==> src/rtl/dpv_pkg.sv <==
// Constants, field layouts and carriers for the parallel video output stage.
// Assumes a 50 MHz system clock and an APB master with 32-bit data.
package dpv_pkg;
  // Pixel-clock counts for control-signal shaping
  localparam logic [7:0] FILT_MIN_PCLK = 8'h03;
  localparam logic [7:0] WIN_PCLK = 8'h82;
  // Register byte addresses
  localparam logic [11:0] ADDR_CTRL = 12'h000;
  localparam logic [11:0] ADDR_GPO = 12'h004;
  localparam logic [11:0] ADDR_GPIO = 12'h008;
  localparam logic [11:0] ADDR_STAT = 12'h00c;
  // Control register fields
  localparam int CTRL_W = 6;
  localparam int STROBE_BIT = 0;
  localparam int FILT_BIT = 1;
  localparam int MODE18_BIT = 2;
  localparam int MCLK_LSB = 3;
  localparam int INTMODE_BIT = 5;
  localparam logic [5:0] CTRL_RST = 6'h02;
  // Register-driven output fields, outputs 4..8 in bits 0..4
  localparam int GPO_N = 5;
  localparam int GPO_VAL_LSB = 0;
  localparam int GPO_SEL_LSB = 8;
  localparam logic [4:0] GPO_RST = 5'h00;
  // General I/O fields
  localparam int GPIO_N = 4;
  localparam int GPIO_OUT_LSB = 0;
  localparam int GPIO_DIR_LSB = 4;
  localparam logic [3:0] GPIO_RST = 4'h0;
  // Status fields
  localparam int ST_LOCK_BIT = 0;
  localparam int ST_PWR_BIT = 1;
  localparam int ST_INT_BIT = 2;
  localparam int ST_MODE18_BIT = 3;
  localparam int ST_GPIN_LSB = 4;
  // Audio clock divider width; bit clock is the top bit
  localparam int AUD_DIV_W = 3;
  localparam logic [2:0] AUD_FALL = 3'h7;
  // Master clock ratio to the audio bit clock
  typedef enum logic [1:0] {
    MCLK_X1 = 2'h0,
    MCLK_X2 = 2'h1,
    MCLK_X4 = 2'h2
  } dpv_mclk_e;
  // Recovered pixel from the receive path
  typedef struct packed {
    logic [23:0] data;
    logic hs;
    logic vs;
    logic de;
  } dpv_pixel_s;
  // Video pins, used for both level and enable
  typedef struct packed {
    logic [23:0] data;
    logic hs;
    logic vs;
    logic de;
    logic pclk;
  } dpv_vid_pins_s;
  // Audio pins, used for both level and enable
  typedef struct packed {
    logic bclk;
    logic wc;
    logic da;
    logic mclk;
  } dpv_aud_pins_s;
endpackage

==> src/rtl/dpv_ctl_limit.sv <==
// Pulse filter and transition-rate limiter for one video control signal.
// Assumes raw is already synchronised and tick marks one pixel clock.
`timescale 1ns/1ps
module dpv_ctl_limit (
  // System
  input wire logic clock,
  input wire logic rst,
  // Pixel timing and configuration
  input wire logic tick,
  input wire logic filter_en,
  input wire logic max_two,
  // Signal
  input wire logic raw,
  output logic q
);
  logic cand;
  logic [7:0] stab;
  logic want;
  logic [7:0] age_a;
  logic [7:0] age_b;
  logic allow;
  logic next_cand;
  logic [7:0] next_stab;
  logic next_want;
  logic [7:0] next_age_a;
  logic [7:0] next_age_b;
  logic next_q;

  function automatic logic [7:0] age_inc(input logic [7:0] a);
    age_inc = (a >= dpv_pkg::WIN_PCLK) ? a : 8'(a + 8'h01);
  endfunction

  always_comb begin
    next_cand = cand;
    next_stab = stab;
    next_want = want;
    next_age_a = age_a;
    next_age_b = age_b;
    next_q = q;
    allow = max_two ? (age_b >= dpv_pkg::WIN_PCLK) : (age_a >= dpv_pkg::WIN_PCLK);
    if (tick) begin
      if (raw != cand) begin
        next_cand = raw;
        next_stab = 8'h01;
      end else if (stab < dpv_pkg::FILT_MIN_PCLK) begin
        next_stab = 8'(stab + 8'h01);
      end
      if (!filter_en) begin
        next_want = raw;
      end else if (next_stab >= dpv_pkg::FILT_MIN_PCLK) begin
        next_want = next_cand;
      end
      next_age_a = age_inc(age_a);
      next_age_b = age_inc(age_b);
      if (want != q && allow) begin
        next_q = want;
        next_age_a = 8'h00;
        next_age_b = age_inc(age_a);
      end
    end
  end

  always_ff @(posedge clock) begin
    if (rst) begin
      cand <= 1'b0;
      stab <= dpv_pkg::FILT_MIN_PCLK;
      want <= 1'b0;
      age_a <= dpv_pkg::WIN_PCLK;
      age_b <= dpv_pkg::WIN_PCLK;
      q <= 1'b0;
    end else begin
      cand <= next_cand;
      stab <= next_stab;
      want <= next_want;
      age_a <= next_age_a;
      age_b <= next_age_b;
      q <= next_q;
    end
  end
endmodule // dpv_ctl_limit

==> src/rtl/dpv_video_out.sv <==
// Parallel video and audio output stage with APB configuration registers.
// Assumes pixel inputs and pins are asynchronous; audio inputs share clock.
//
// How it works
// - With filter on, horizontal sync and enable pulses under three pixel clocks are dropped.
// - With filter off, sync and enable follow the input with no pulse minimum.
// - Horizontal sync and enable make at most two transitions per 130 pixel clocks.
// - Vertical sync makes at most one transition per 130 pixel clocks.
// - A control bit picks which pixel clock edge strobes the data.
// - Audio master clock runs at one, two or four times the bit clock.
// - Data bits 0, 1, 8 and 9 serve as general I/O 0 to 3.
// - General I/O exists only in 18-bit mode, set by pin or register.
// - Data bit 16 may be output 4; bit 17 may be audio data or output 5.
// - In 18-bit mode data bit 17 carries the second audio data stream unless output 5 is selected.
// - Audio bit clock, word clock and data may be outputs 8, 7, 6.
// - Outputs 4 to 8 take their levels from a control register.
// - Powered down, all outputs float and clock recovery stops.
// - Interrupt input shares a pin with self-test clock select, one at a time.
// - While unlocked, output drive follows the output enable pin, except general I/O pins in 18-bit mode, which follow their direction bits.
// - Once locked, all parallel outputs are driven, except general I/O pins in 18-bit mode, which follow their direction bits.
//
// The APB interface to the registers and the placing of the registers were decided locally.
`timescale 1ns/1ps
module dpv_video_out (
  // System
  input wire logic clock,
  input wire logic rst,
  // APB slave
  input wire logic psel,
  input wire logic penable,
  input wire logic pwrite,
  input wire logic [11:0] paddr,
  input wire logic [31:0] pwdata,
  output logic [31:0] prdata,
  output logic pready,
  output logic pslverr,
  // Receive path, recovered pixel clock domain
  input wire logic pclk_in,
  input wire dpv_pkg::dpv_pixel_s rx_pixel,
  // Receive path audio, system clock domain
  input wire logic aud_wc_in,
  input wire logic aud_da_in,
  input wire logic aud_db_in,
  // Control pins
  input wire logic power_down_bar,
  input wire logic output_enable_pin,
  input wire logic lock_in,
  input wire logic mode_select_pin,
  input wire logic shared_int_pin,
  input wire logic [3:0] gpio_in,
  // Video pins
  output dpv_pkg::dpv_vid_pins_s vid_out,
  output dpv_pkg::dpv_vid_pins_s vid_oe,
  // Audio pins
  output dpv_pkg::dpv_aud_pins_s aud_out,
  output dpv_pkg::dpv_aud_pins_s aud_oe,
  // Status and side outputs
  output logic lock_out,
  output logic pll_enable,
  output logic selftest_clock_select
);
  localparam int SY_W = 37;

  logic [SY_W-1:0] sy_meta;
  logic [SY_W-1:0] sy;
  logic pclk_s;
  dpv_pkg::dpv_pixel_s pix_s;
  logic pwr_up_s;
  logic out_en_s;
  logic lock_s;
  logic mode_s;
  logic int_s;
  logic [3:0] gpin_s;
  logic pclk_d;
  logic tick;

  logic [dpv_pkg::CTRL_W-1:0] ctrl;
  logic [4:0] gpo_val;
  logic [4:0] gpo_sel;
  logic [3:0] gpio_out;
  logic [3:0] gpio_dir;
  logic [dpv_pkg::CTRL_W-1:0] next_ctrl;
  logic [4:0] next_gpo_val;
  logic [4:0] next_gpo_sel;
  logic [3:0] next_gpio_out;
  logic [3:0] next_gpio_dir;
  logic [31:0] next_prdata;
  logic hit;
  logic mode18;
  dpv_pkg::dpv_mclk_e mclk_ratio;

  logic [23:0] pix_q;
  logic [23:0] next_pix_q;
  logic hs_l;
  logic vs_l;
  logic de_l;
  logic [2:0] aud_cnt;
  logic aud_wc_q;
  logic aud_da_q;
  logic aud_db_q;
  logic [2:0] next_aud_cnt;
  logic next_aud_wc_q;
  logic next_aud_da_q;
  logic next_aud_db_q;
  logic drv_en;
  dpv_pkg::dpv_vid_pins_s next_vid_out;
  dpv_pkg::dpv_vid_pins_s next_vid_oe;
  dpv_pkg::dpv_aud_pins_s next_aud_out;
  dpv_pkg::dpv_aud_pins_s next_aud_oe;

  function automatic logic [31:0] reg_read(input logic [11:0] a, input logic [31:0] st,
                                          input logic [31:0] c, input logic [31:0] g,
                                          input logic [31:0] io);
    unique case (a)
      dpv_pkg::ADDR_CTRL: reg_read = c;
      dpv_pkg::ADDR_GPO: reg_read = g;
      dpv_pkg::ADDR_GPIO: reg_read = io;
      dpv_pkg::ADDR_STAT: reg_read = st;
      default: reg_read = 32'h0000_0000;
    endcase
  endfunction

  // Two-flop synchroniser for every asynchronous input
  always_ff @(posedge clock) begin
    if (rst) begin
      sy_meta <= '0;
      sy <= '0;
    end else begin
      sy_meta <= {pclk_in, rx_pixel, power_down_bar, output_enable_pin, lock_in,
                  mode_select_pin, shared_int_pin, gpio_in};
      sy <= sy_meta;
    end
  end

  assign {pclk_s, pix_s, pwr_up_s, out_en_s, lock_s, mode_s, int_s, gpin_s} = sy;
  assign tick = pclk_s & ~pclk_d;

  // Register access
  assign hit = (paddr == dpv_pkg::ADDR_CTRL) || (paddr == dpv_pkg::ADDR_GPO) ||
               (paddr == dpv_pkg::ADDR_GPIO) || (paddr == dpv_pkg::ADDR_STAT);
  assign pready = 1'b1;
  assign pslverr = psel & penable & ~hit;
  assign mode18 = mode_s | ctrl[dpv_pkg::MODE18_BIT];
  assign mclk_ratio = dpv_pkg::dpv_mclk_e'(ctrl[dpv_pkg::MCLK_LSB +: 2]);

  always_comb begin
    next_ctrl = ctrl;
    next_gpo_val = gpo_val;
    next_gpo_sel = gpo_sel;
    next_gpio_out = gpio_out;
    next_gpio_dir = gpio_dir;
    next_prdata = prdata;
    if (psel && !penable) begin
      next_prdata = pwrite ? 32'h0000_0000 : reg_read(paddr,
        32'({gpin_s & {4{mode18}}, mode18, int_s & ctrl[dpv_pkg::INTMODE_BIT], pwr_up_s, lock_s}),
        32'(ctrl), 32'({gpo_sel, 3'h0, gpo_val}), 32'({gpio_dir, gpio_out}));
    end
    if (psel && penable && pwrite) begin
      unique case (paddr)
        dpv_pkg::ADDR_CTRL: next_ctrl = pwdata[dpv_pkg::CTRL_W-1:0];
        dpv_pkg::ADDR_GPO: begin
          next_gpo_val = pwdata[dpv_pkg::GPO_VAL_LSB +: dpv_pkg::GPO_N];
          next_gpo_sel = pwdata[dpv_pkg::GPO_SEL_LSB +: dpv_pkg::GPO_N];
        end
        dpv_pkg::ADDR_GPIO: begin
          next_gpio_out = pwdata[dpv_pkg::GPIO_OUT_LSB +: dpv_pkg::GPIO_N];
          next_gpio_dir = pwdata[dpv_pkg::GPIO_DIR_LSB +: dpv_pkg::GPIO_N];
        end
        default: next_ctrl = ctrl;
      endcase
    end
  end

  always_ff @(posedge clock) begin
    if (rst) begin
      ctrl <= dpv_pkg::CTRL_RST;
      gpo_val <= dpv_pkg::GPO_RST;
      gpo_sel <= dpv_pkg::GPO_RST;
      gpio_out <= dpv_pkg::GPIO_RST;
      gpio_dir <= dpv_pkg::GPIO_RST;
      prdata <= 32'h0000_0000;
    end else begin
      ctrl <= next_ctrl;
      gpo_val <= next_gpo_val;
      gpo_sel <= next_gpo_sel;
      gpio_out <= next_gpio_out;
      gpio_dir <= next_gpio_dir;
      prdata <= next_prdata;
    end
  end

  // Control signal shaping
  dpv_ctl_limit u_hs (
    .clock(clock), .rst(rst), .tick(tick), .filter_en(ctrl[dpv_pkg::FILT_BIT]),
    .max_two(1'b1), .raw(pix_s.hs), .q(hs_l)
  );
  dpv_ctl_limit u_de (
    .clock(clock), .rst(rst), .tick(tick), .filter_en(ctrl[dpv_pkg::FILT_BIT]),
    .max_two(1'b1), .raw(pix_s.de), .q(de_l)
  );
  dpv_ctl_limit u_vs (
    .clock(clock), .rst(rst), .tick(tick), .filter_en(1'b0),
    .max_two(1'b0), .raw(pix_s.vs), .q(vs_l)
  );

  // Pixel data, audio clocking and pin muxing
  assign drv_en = pwr_up_s & (lock_s | out_en_s);

  always_comb begin
    next_pix_q = tick ? pix_s.data : pix_q;
    next_aud_cnt = 3'(aud_cnt + 3'h1);
    next_aud_wc_q = aud_wc_q;
    next_aud_da_q = aud_da_q;
    next_aud_db_q = aud_db_q;
    if (aud_cnt == dpv_pkg::AUD_FALL) begin
      next_aud_wc_q = aud_wc_in;
      next_aud_da_q = aud_da_in;
      next_aud_db_q = aud_db_in;
    end
    next_vid_out.data = lock_s ? pix_q : 24'h00_0000;
    next_vid_out.hs = lock_s & hs_l;
    next_vid_out.vs = lock_s & vs_l;
    next_vid_out.de = lock_s & de_l;
    next_vid_out.pclk = lock_s & (pclk_d ^ ctrl[dpv_pkg::STROBE_BIT]);
    next_vid_oe = {$bits(dpv_pkg::dpv_vid_pins_s){drv_en}};
    if (mode18) begin
      {next_vid_out.data[9:8], next_vid_out.data[1:0]} = gpio_out;
      {next_vid_oe.data[9:8], next_vid_oe.data[1:0]} = gpio_dir & {4{pwr_up_s}};
      next_vid_out.data[17] = aud_db_q;
    end
    if (gpo_sel[0]) begin
      next_vid_out.data[16] = gpo_val[0];
    end
    if (gpo_sel[1]) begin
      next_vid_out.data[17] = gpo_val[1];
    end
    next_aud_out.bclk = gpo_sel[4] ? gpo_val[4] : aud_cnt[2];
    next_aud_out.wc = gpo_sel[3] ? gpo_val[3] : aud_wc_q;
    next_aud_out.da = gpo_sel[2] ? gpo_val[2] : aud_da_q;
    unique case (mclk_ratio)
      dpv_pkg::MCLK_X2: next_aud_out.mclk = aud_cnt[1];
      dpv_pkg::MCLK_X4: next_aud_out.mclk = aud_cnt[0];
      default: next_aud_out.mclk = aud_cnt[2];
    endcase
    next_aud_oe = {$bits(dpv_pkg::dpv_aud_pins_s){drv_en}};
  end

  always_ff @(posedge clock) begin
    if (rst) begin
      pclk_d <= 1'b0;
      pix_q <= 24'h00_0000;
      aud_cnt <= 3'h0;
      aud_wc_q <= 1'b0;
      aud_da_q <= 1'b0;
      aud_db_q <= 1'b0;
      vid_out <= '0;
      vid_oe <= '0;
      aud_out <= '0;
      aud_oe <= '0;
      lock_out <= 1'b0;
      pll_enable <= 1'b0;
      selftest_clock_select <= 1'b0;
    end else begin
      pclk_d <= pclk_s;
      pix_q <= next_pix_q;
      aud_cnt <= next_aud_cnt;
      aud_wc_q <= next_aud_wc_q;
      aud_da_q <= next_aud_da_q;
      aud_db_q <= next_aud_db_q;
      vid_out <= next_vid_out;
      vid_oe <= next_vid_oe;
      aud_out <= next_aud_out;
      aud_oe <= next_aud_oe;
      lock_out <= lock_s & pwr_up_s;
      pll_enable <= pwr_up_s;
      selftest_clock_select <= int_s & ~ctrl[dpv_pkg::INTMODE_BIT];
    end
  end
endmodule // dpv_video_out
==> config.mk <==
export PLATFORM = sky130hd
export DESIGN_NAME = dpv_video_out
export DESIGN_NICKNAME = d
export VERILOG_FILES = /design/src/rtl/dpv_pkg.sv /design/src/rtl/dpv_ctl_limit.sv /design/src/rtl/dpv_video_out.sv
export SDC_FILE = /design/constraint.sdc
export NUM_CORES = 1
export LEC_CHECK = 0
export BUFFER_PORTS_ARGS = -buffer_cell sky130_fd_sc_hd__buf_2
export CAP_MARGIN = 20
export CORE_MARGIN = 10
export CORE_UTILIZATION = 60
export DETAILED_ROUTE_END_ITERATION = 10
export GPL_ROUTABILITY_DRIVEN = 0
export PLACE_DENSITY_LB_ADDON = 0.05
export REMOVE_ABC_BUFFERS = 1
export SETUP_SLACK_MARGIN = 0.4
export SYNTH_ARGS = -nofsm -noshare
export SYNTH_HDL_FRONTEND = slang
export SYNTH_HIERARCHICAL = 1
export SYNTH_SLANG_ARGS = --single-unit
==> constraint.sdc <==
create_clock -name clock -period 3.05 [get_ports clock]
set_input_delay 0.1525 -clock clock [delete_from_list [all_inputs] [get_ports clock]]
set_output_delay 0.1525 -clock clock [all_outputs]
set_load 0.05 [all_outputs]
==> results.py <==
metrics = {
    "power_and_ir_drop": {
        "vdd_drop_max_v": 0.000469,
        "powerDensity_nw_per_um2": 557,
        "power_mw": 7.38,
        "switchingPower_mw": 1.66,
        "comb_power_share_pct": 6.3,
        "intPower_mw": 5.72,
        "p_sw_share_pct": 22.4,
        "p_clk_share_pct": 45.8,
        "p_leak_nw": 5.39,
        "seq_power_share_pct": 47.9,
    },
    "synthesis": {
        "synth_commonest_cells": "dfxtp_1 (263), nand2_1 (101), a21oi_1 (87), nor2b_1 (85), nor2_1 (63)",
        "syn_inst": 1162,
        "synth.avg_cell_area_um2": 9.53,
        "synth_most_common_cell": "dfxtp_1",
        "synth-seq-cells": 263,
        "ys_seq_area_share_pct": 47.5,
        "synthesis.area_um2": 11100,
        "synthArstFlopShare_pct": 0,
        "yosysTopAreaCell": "dfxtp_1",
        "synth_flop_cell": "dfxtp_1",
        "ys_warn_count": 6,
        "synth_edf_count": 0,
        "synth.area.top_cells": "dfxtp_1 (48%), nor2b_1 (4.8%), a21oi_1 (3.9%)",
        "yosys.cell_types.count": 80,
        "yosys.area.top_type_share_pct": 47.5,
    },
    "placed_design": {
        "pre_cts_slack_ps": 533,
        "hpwl_um": 15800,
        "port_buffers": 150,
    },
    "detailed_routing": {
        "first_pass_iters": 5,
        "totalWireLength_um": 24300,
        "final_antenna_net_count": 0,
        "vias": 8333,
        "drc": 0,
        "vias_per_cell": 5.24,
        "dr.first_iter.drc_count": 411,
        "post_drt_wl_per_cell_um": 15.3,
    },
    "sta": {
        "grt_setup_unrepaired": "no",
        "holdWs_ps": 86.8,
        "post-route-period-util_pct": 81.3,
        "timing.final.ws_setup_ps": 571,
        "finalClockSkew_ps": 8.88,
        "setup_viol": 0,
        "max_slew_margin_pct": 36.2,
        "setup_tns_ps": 0,
        "hold_violations": 0,
        "worstMarginPinSlew_ps": 956,
        "fmax_mhz": 403,
        "fin_crit_ps": 2480,
        "drv_slew": 0,
    },
    "floorplanning": {
        "dieArea_um2": 24300,
        "core_um2": 18100,
        "fp.dieW_um": 156,
        "num_io_pins": 190,
        "die_y_um": 156,
        "start_util_pct": 61.3,
        "num_rows": 49,
    },
    "clocking": {
        "path_clk_slew_ps": 60,
        "clkSinkCount": 263,
        "h-tree-depth": 1,
        "cts_tree": "done",
        "numCtsBuffers": 27,
        "root_buffer": "clkbuf_16",
        "clockBufferDepth": 3,
        "clk_latency_ps": 530,
    },
    "global_routing": {
        "antenna_found_initial": 0,
        "grt_pass1_vias": 8198,
        "groute.usage.overall_pct": 19.5,
        "grt_start_max_net_pins": 79,
        "grt_pass1_wl_um": 40200,
        "overflow": 0,
    },
    "setup_path": {
        "cp-end-kind": "register",
        "startpoint_type": "register",
        "required_ps": 3460,
        "crit_path_max_fanout": 19,
        "arrival_ps": 2890,
        "path_class": "reg -> reg",
    },
    "layout": {
        "nets": 1457,
        "drive_above_1_share_pct": 18.4,
        "n_antenna_cell": 0,
        "fin_util_pct": 73.3,
        "area_growth_syn_to_layout_pct": 19.6,
    },
    "hold_path": {
        "hp-class": "in -> reg",
    },
    "status": {
        "status": "finished, final reports clean",
    },
    "run": {
        "drv_cap": 0,
    },
}
kinds of logic (layout without fill, tap and decap cells):
kind of cell | count (synthesis) | count (layout) | synth area share, %
other cells | 2 | 36 | 0.0678
flops | 263 | 263 | 47.5
mux | 46 | 46 | 4.72
xor+xnor | 17 | 17 | 1.41
compound gates | 217 | 217 | 13.8
simple gates | 458 | 458 | 22.9
fa+ha+maj | 25 | 25 | 2.82
buf+inv | 134 | 300 | 6.69
registers in the layout (all words and copies together) (netlist names), 3 cells and up:
name / flops
aud_out: 4
u_hs/age_b: 8
aud_cnt: 3
u_de/age_b: 8
sy_meta: 37
gpo_val: 5
u_vs/age_a: 8
ctrl: 6
sy: 37
u_de/stab: 8
u_vs/stab: 8
u_hs/stab: 8
gpio_out: 4
vid_oe: 5
pix_q: 24
u_hs/age_a: 8
gpo_sel: 5
prdata: 13
u_vs/age_b: 8
u_de/age_a: 8
vid_out: 28
gpio_dir: 4
power by group through the flow:
stage / Clock (mW) / Sequential [mW] / Combinational, mW
global placement: 0 / 3.61 / 0.395
floorplan: 0 / 3.63 / 0.223
finish: 3.38 / 3.54 / 0.464
global route: 3.58 / 3.54 / 0.511
detailed placement: 0 / 3.61 / 0.399
CTS: 3.44 / 3.53 / 0.460
layer usage:
layer	share of wire (%)	up-vias	global-route usage, %	wire length [µm]
li1	-	4271	-	-
met5	0	-	0	0
met3	5.0	37	3.97	1210
met2	48	175	32.7	11700
met1	45	3850	25.1	11000
met4	1.8	0	4.90	428
area by class of cell:
class	count	area (µm²)
clock buffers	36	769
clock inverters	12	160
fillers	1303	4830
inverters	30	113
multi-input cells	799	5210
flip-flops and latches	263	5270
well taps	229	287
repair buffers	222	1450
through the flow:
stage	area, µm²	cells
2_1_floorplan	10600	1092
3_3_place_gp	11700	1482
3_5_place_dp	11700	1482
4_1_cts	13300	1591
5_1_grt	13300	1591
6_report	13300	1591
worst paths after layout:
kind | from | end | slack [ps] | depth (start not counted)
setup / recovery | u_de/age_b[0] | u_de/age_b[2] | 570 | 8
hold / removal | paddr[10] | gpio_dir[3] | 90 | 4
setup reg to reg | u_de/age_b[0] | u_de/age_b[2] | 570 | 8
hold reg to reg | sy_meta[13] | sy[13] | 430 | 1
placed cells by master, fill, tap and decap left out, types with 10 or more instances in the layout:
| master | instances |
|---|---|
| buf_2 | 149 |
| nand4_1 | 11 |
| dfxtp_1 | 263 |
| dlygate4sd3_1 | 61 |
| a22o_1 | 11 |
| inv_1 | 29 |
| xnor2_1 | 10 |
| buf_4 | 11 |
| nand2_1 | 101 |
| nor3_1 | 14 |
| nand2b_1 | 55 |
| ha_1 | 25 |
| o21ai_0 | 29 |
| nor2_1 | 63 |
| a21oi_1 | 87 |
| clkbuf_16 | 27 |
| conb_1 | 36 |
| nor2b_1 | 85 |
| mux2i_1 | 41 |
| and2_1 | 46 |
| nand3_1 | 30 |
worst max-delay path, stage by stage, from the launching register on:
cell and delay, ps:
dfxtp_1 420, inv_1 70, ha_1 200, or4_4 420
o41ai_4 300, a21bo_2 430, o21ai_0 190, a32oi_1 250
nor2_1 60
what timing repair did:
| action | 4_1_cts | 5_1_grt |
|---|---|---|
| gates resized for setup | 0 | 2 |
| hold buffers | 61 | 0 |
| endpoints found under the setup margin | 0 | 4 |
| buffers inserted | 0 | 0 |
| endpoints found under the hold margin | 73 | 0 |
No activity file was read; power rests on OpenSTA's default activity.
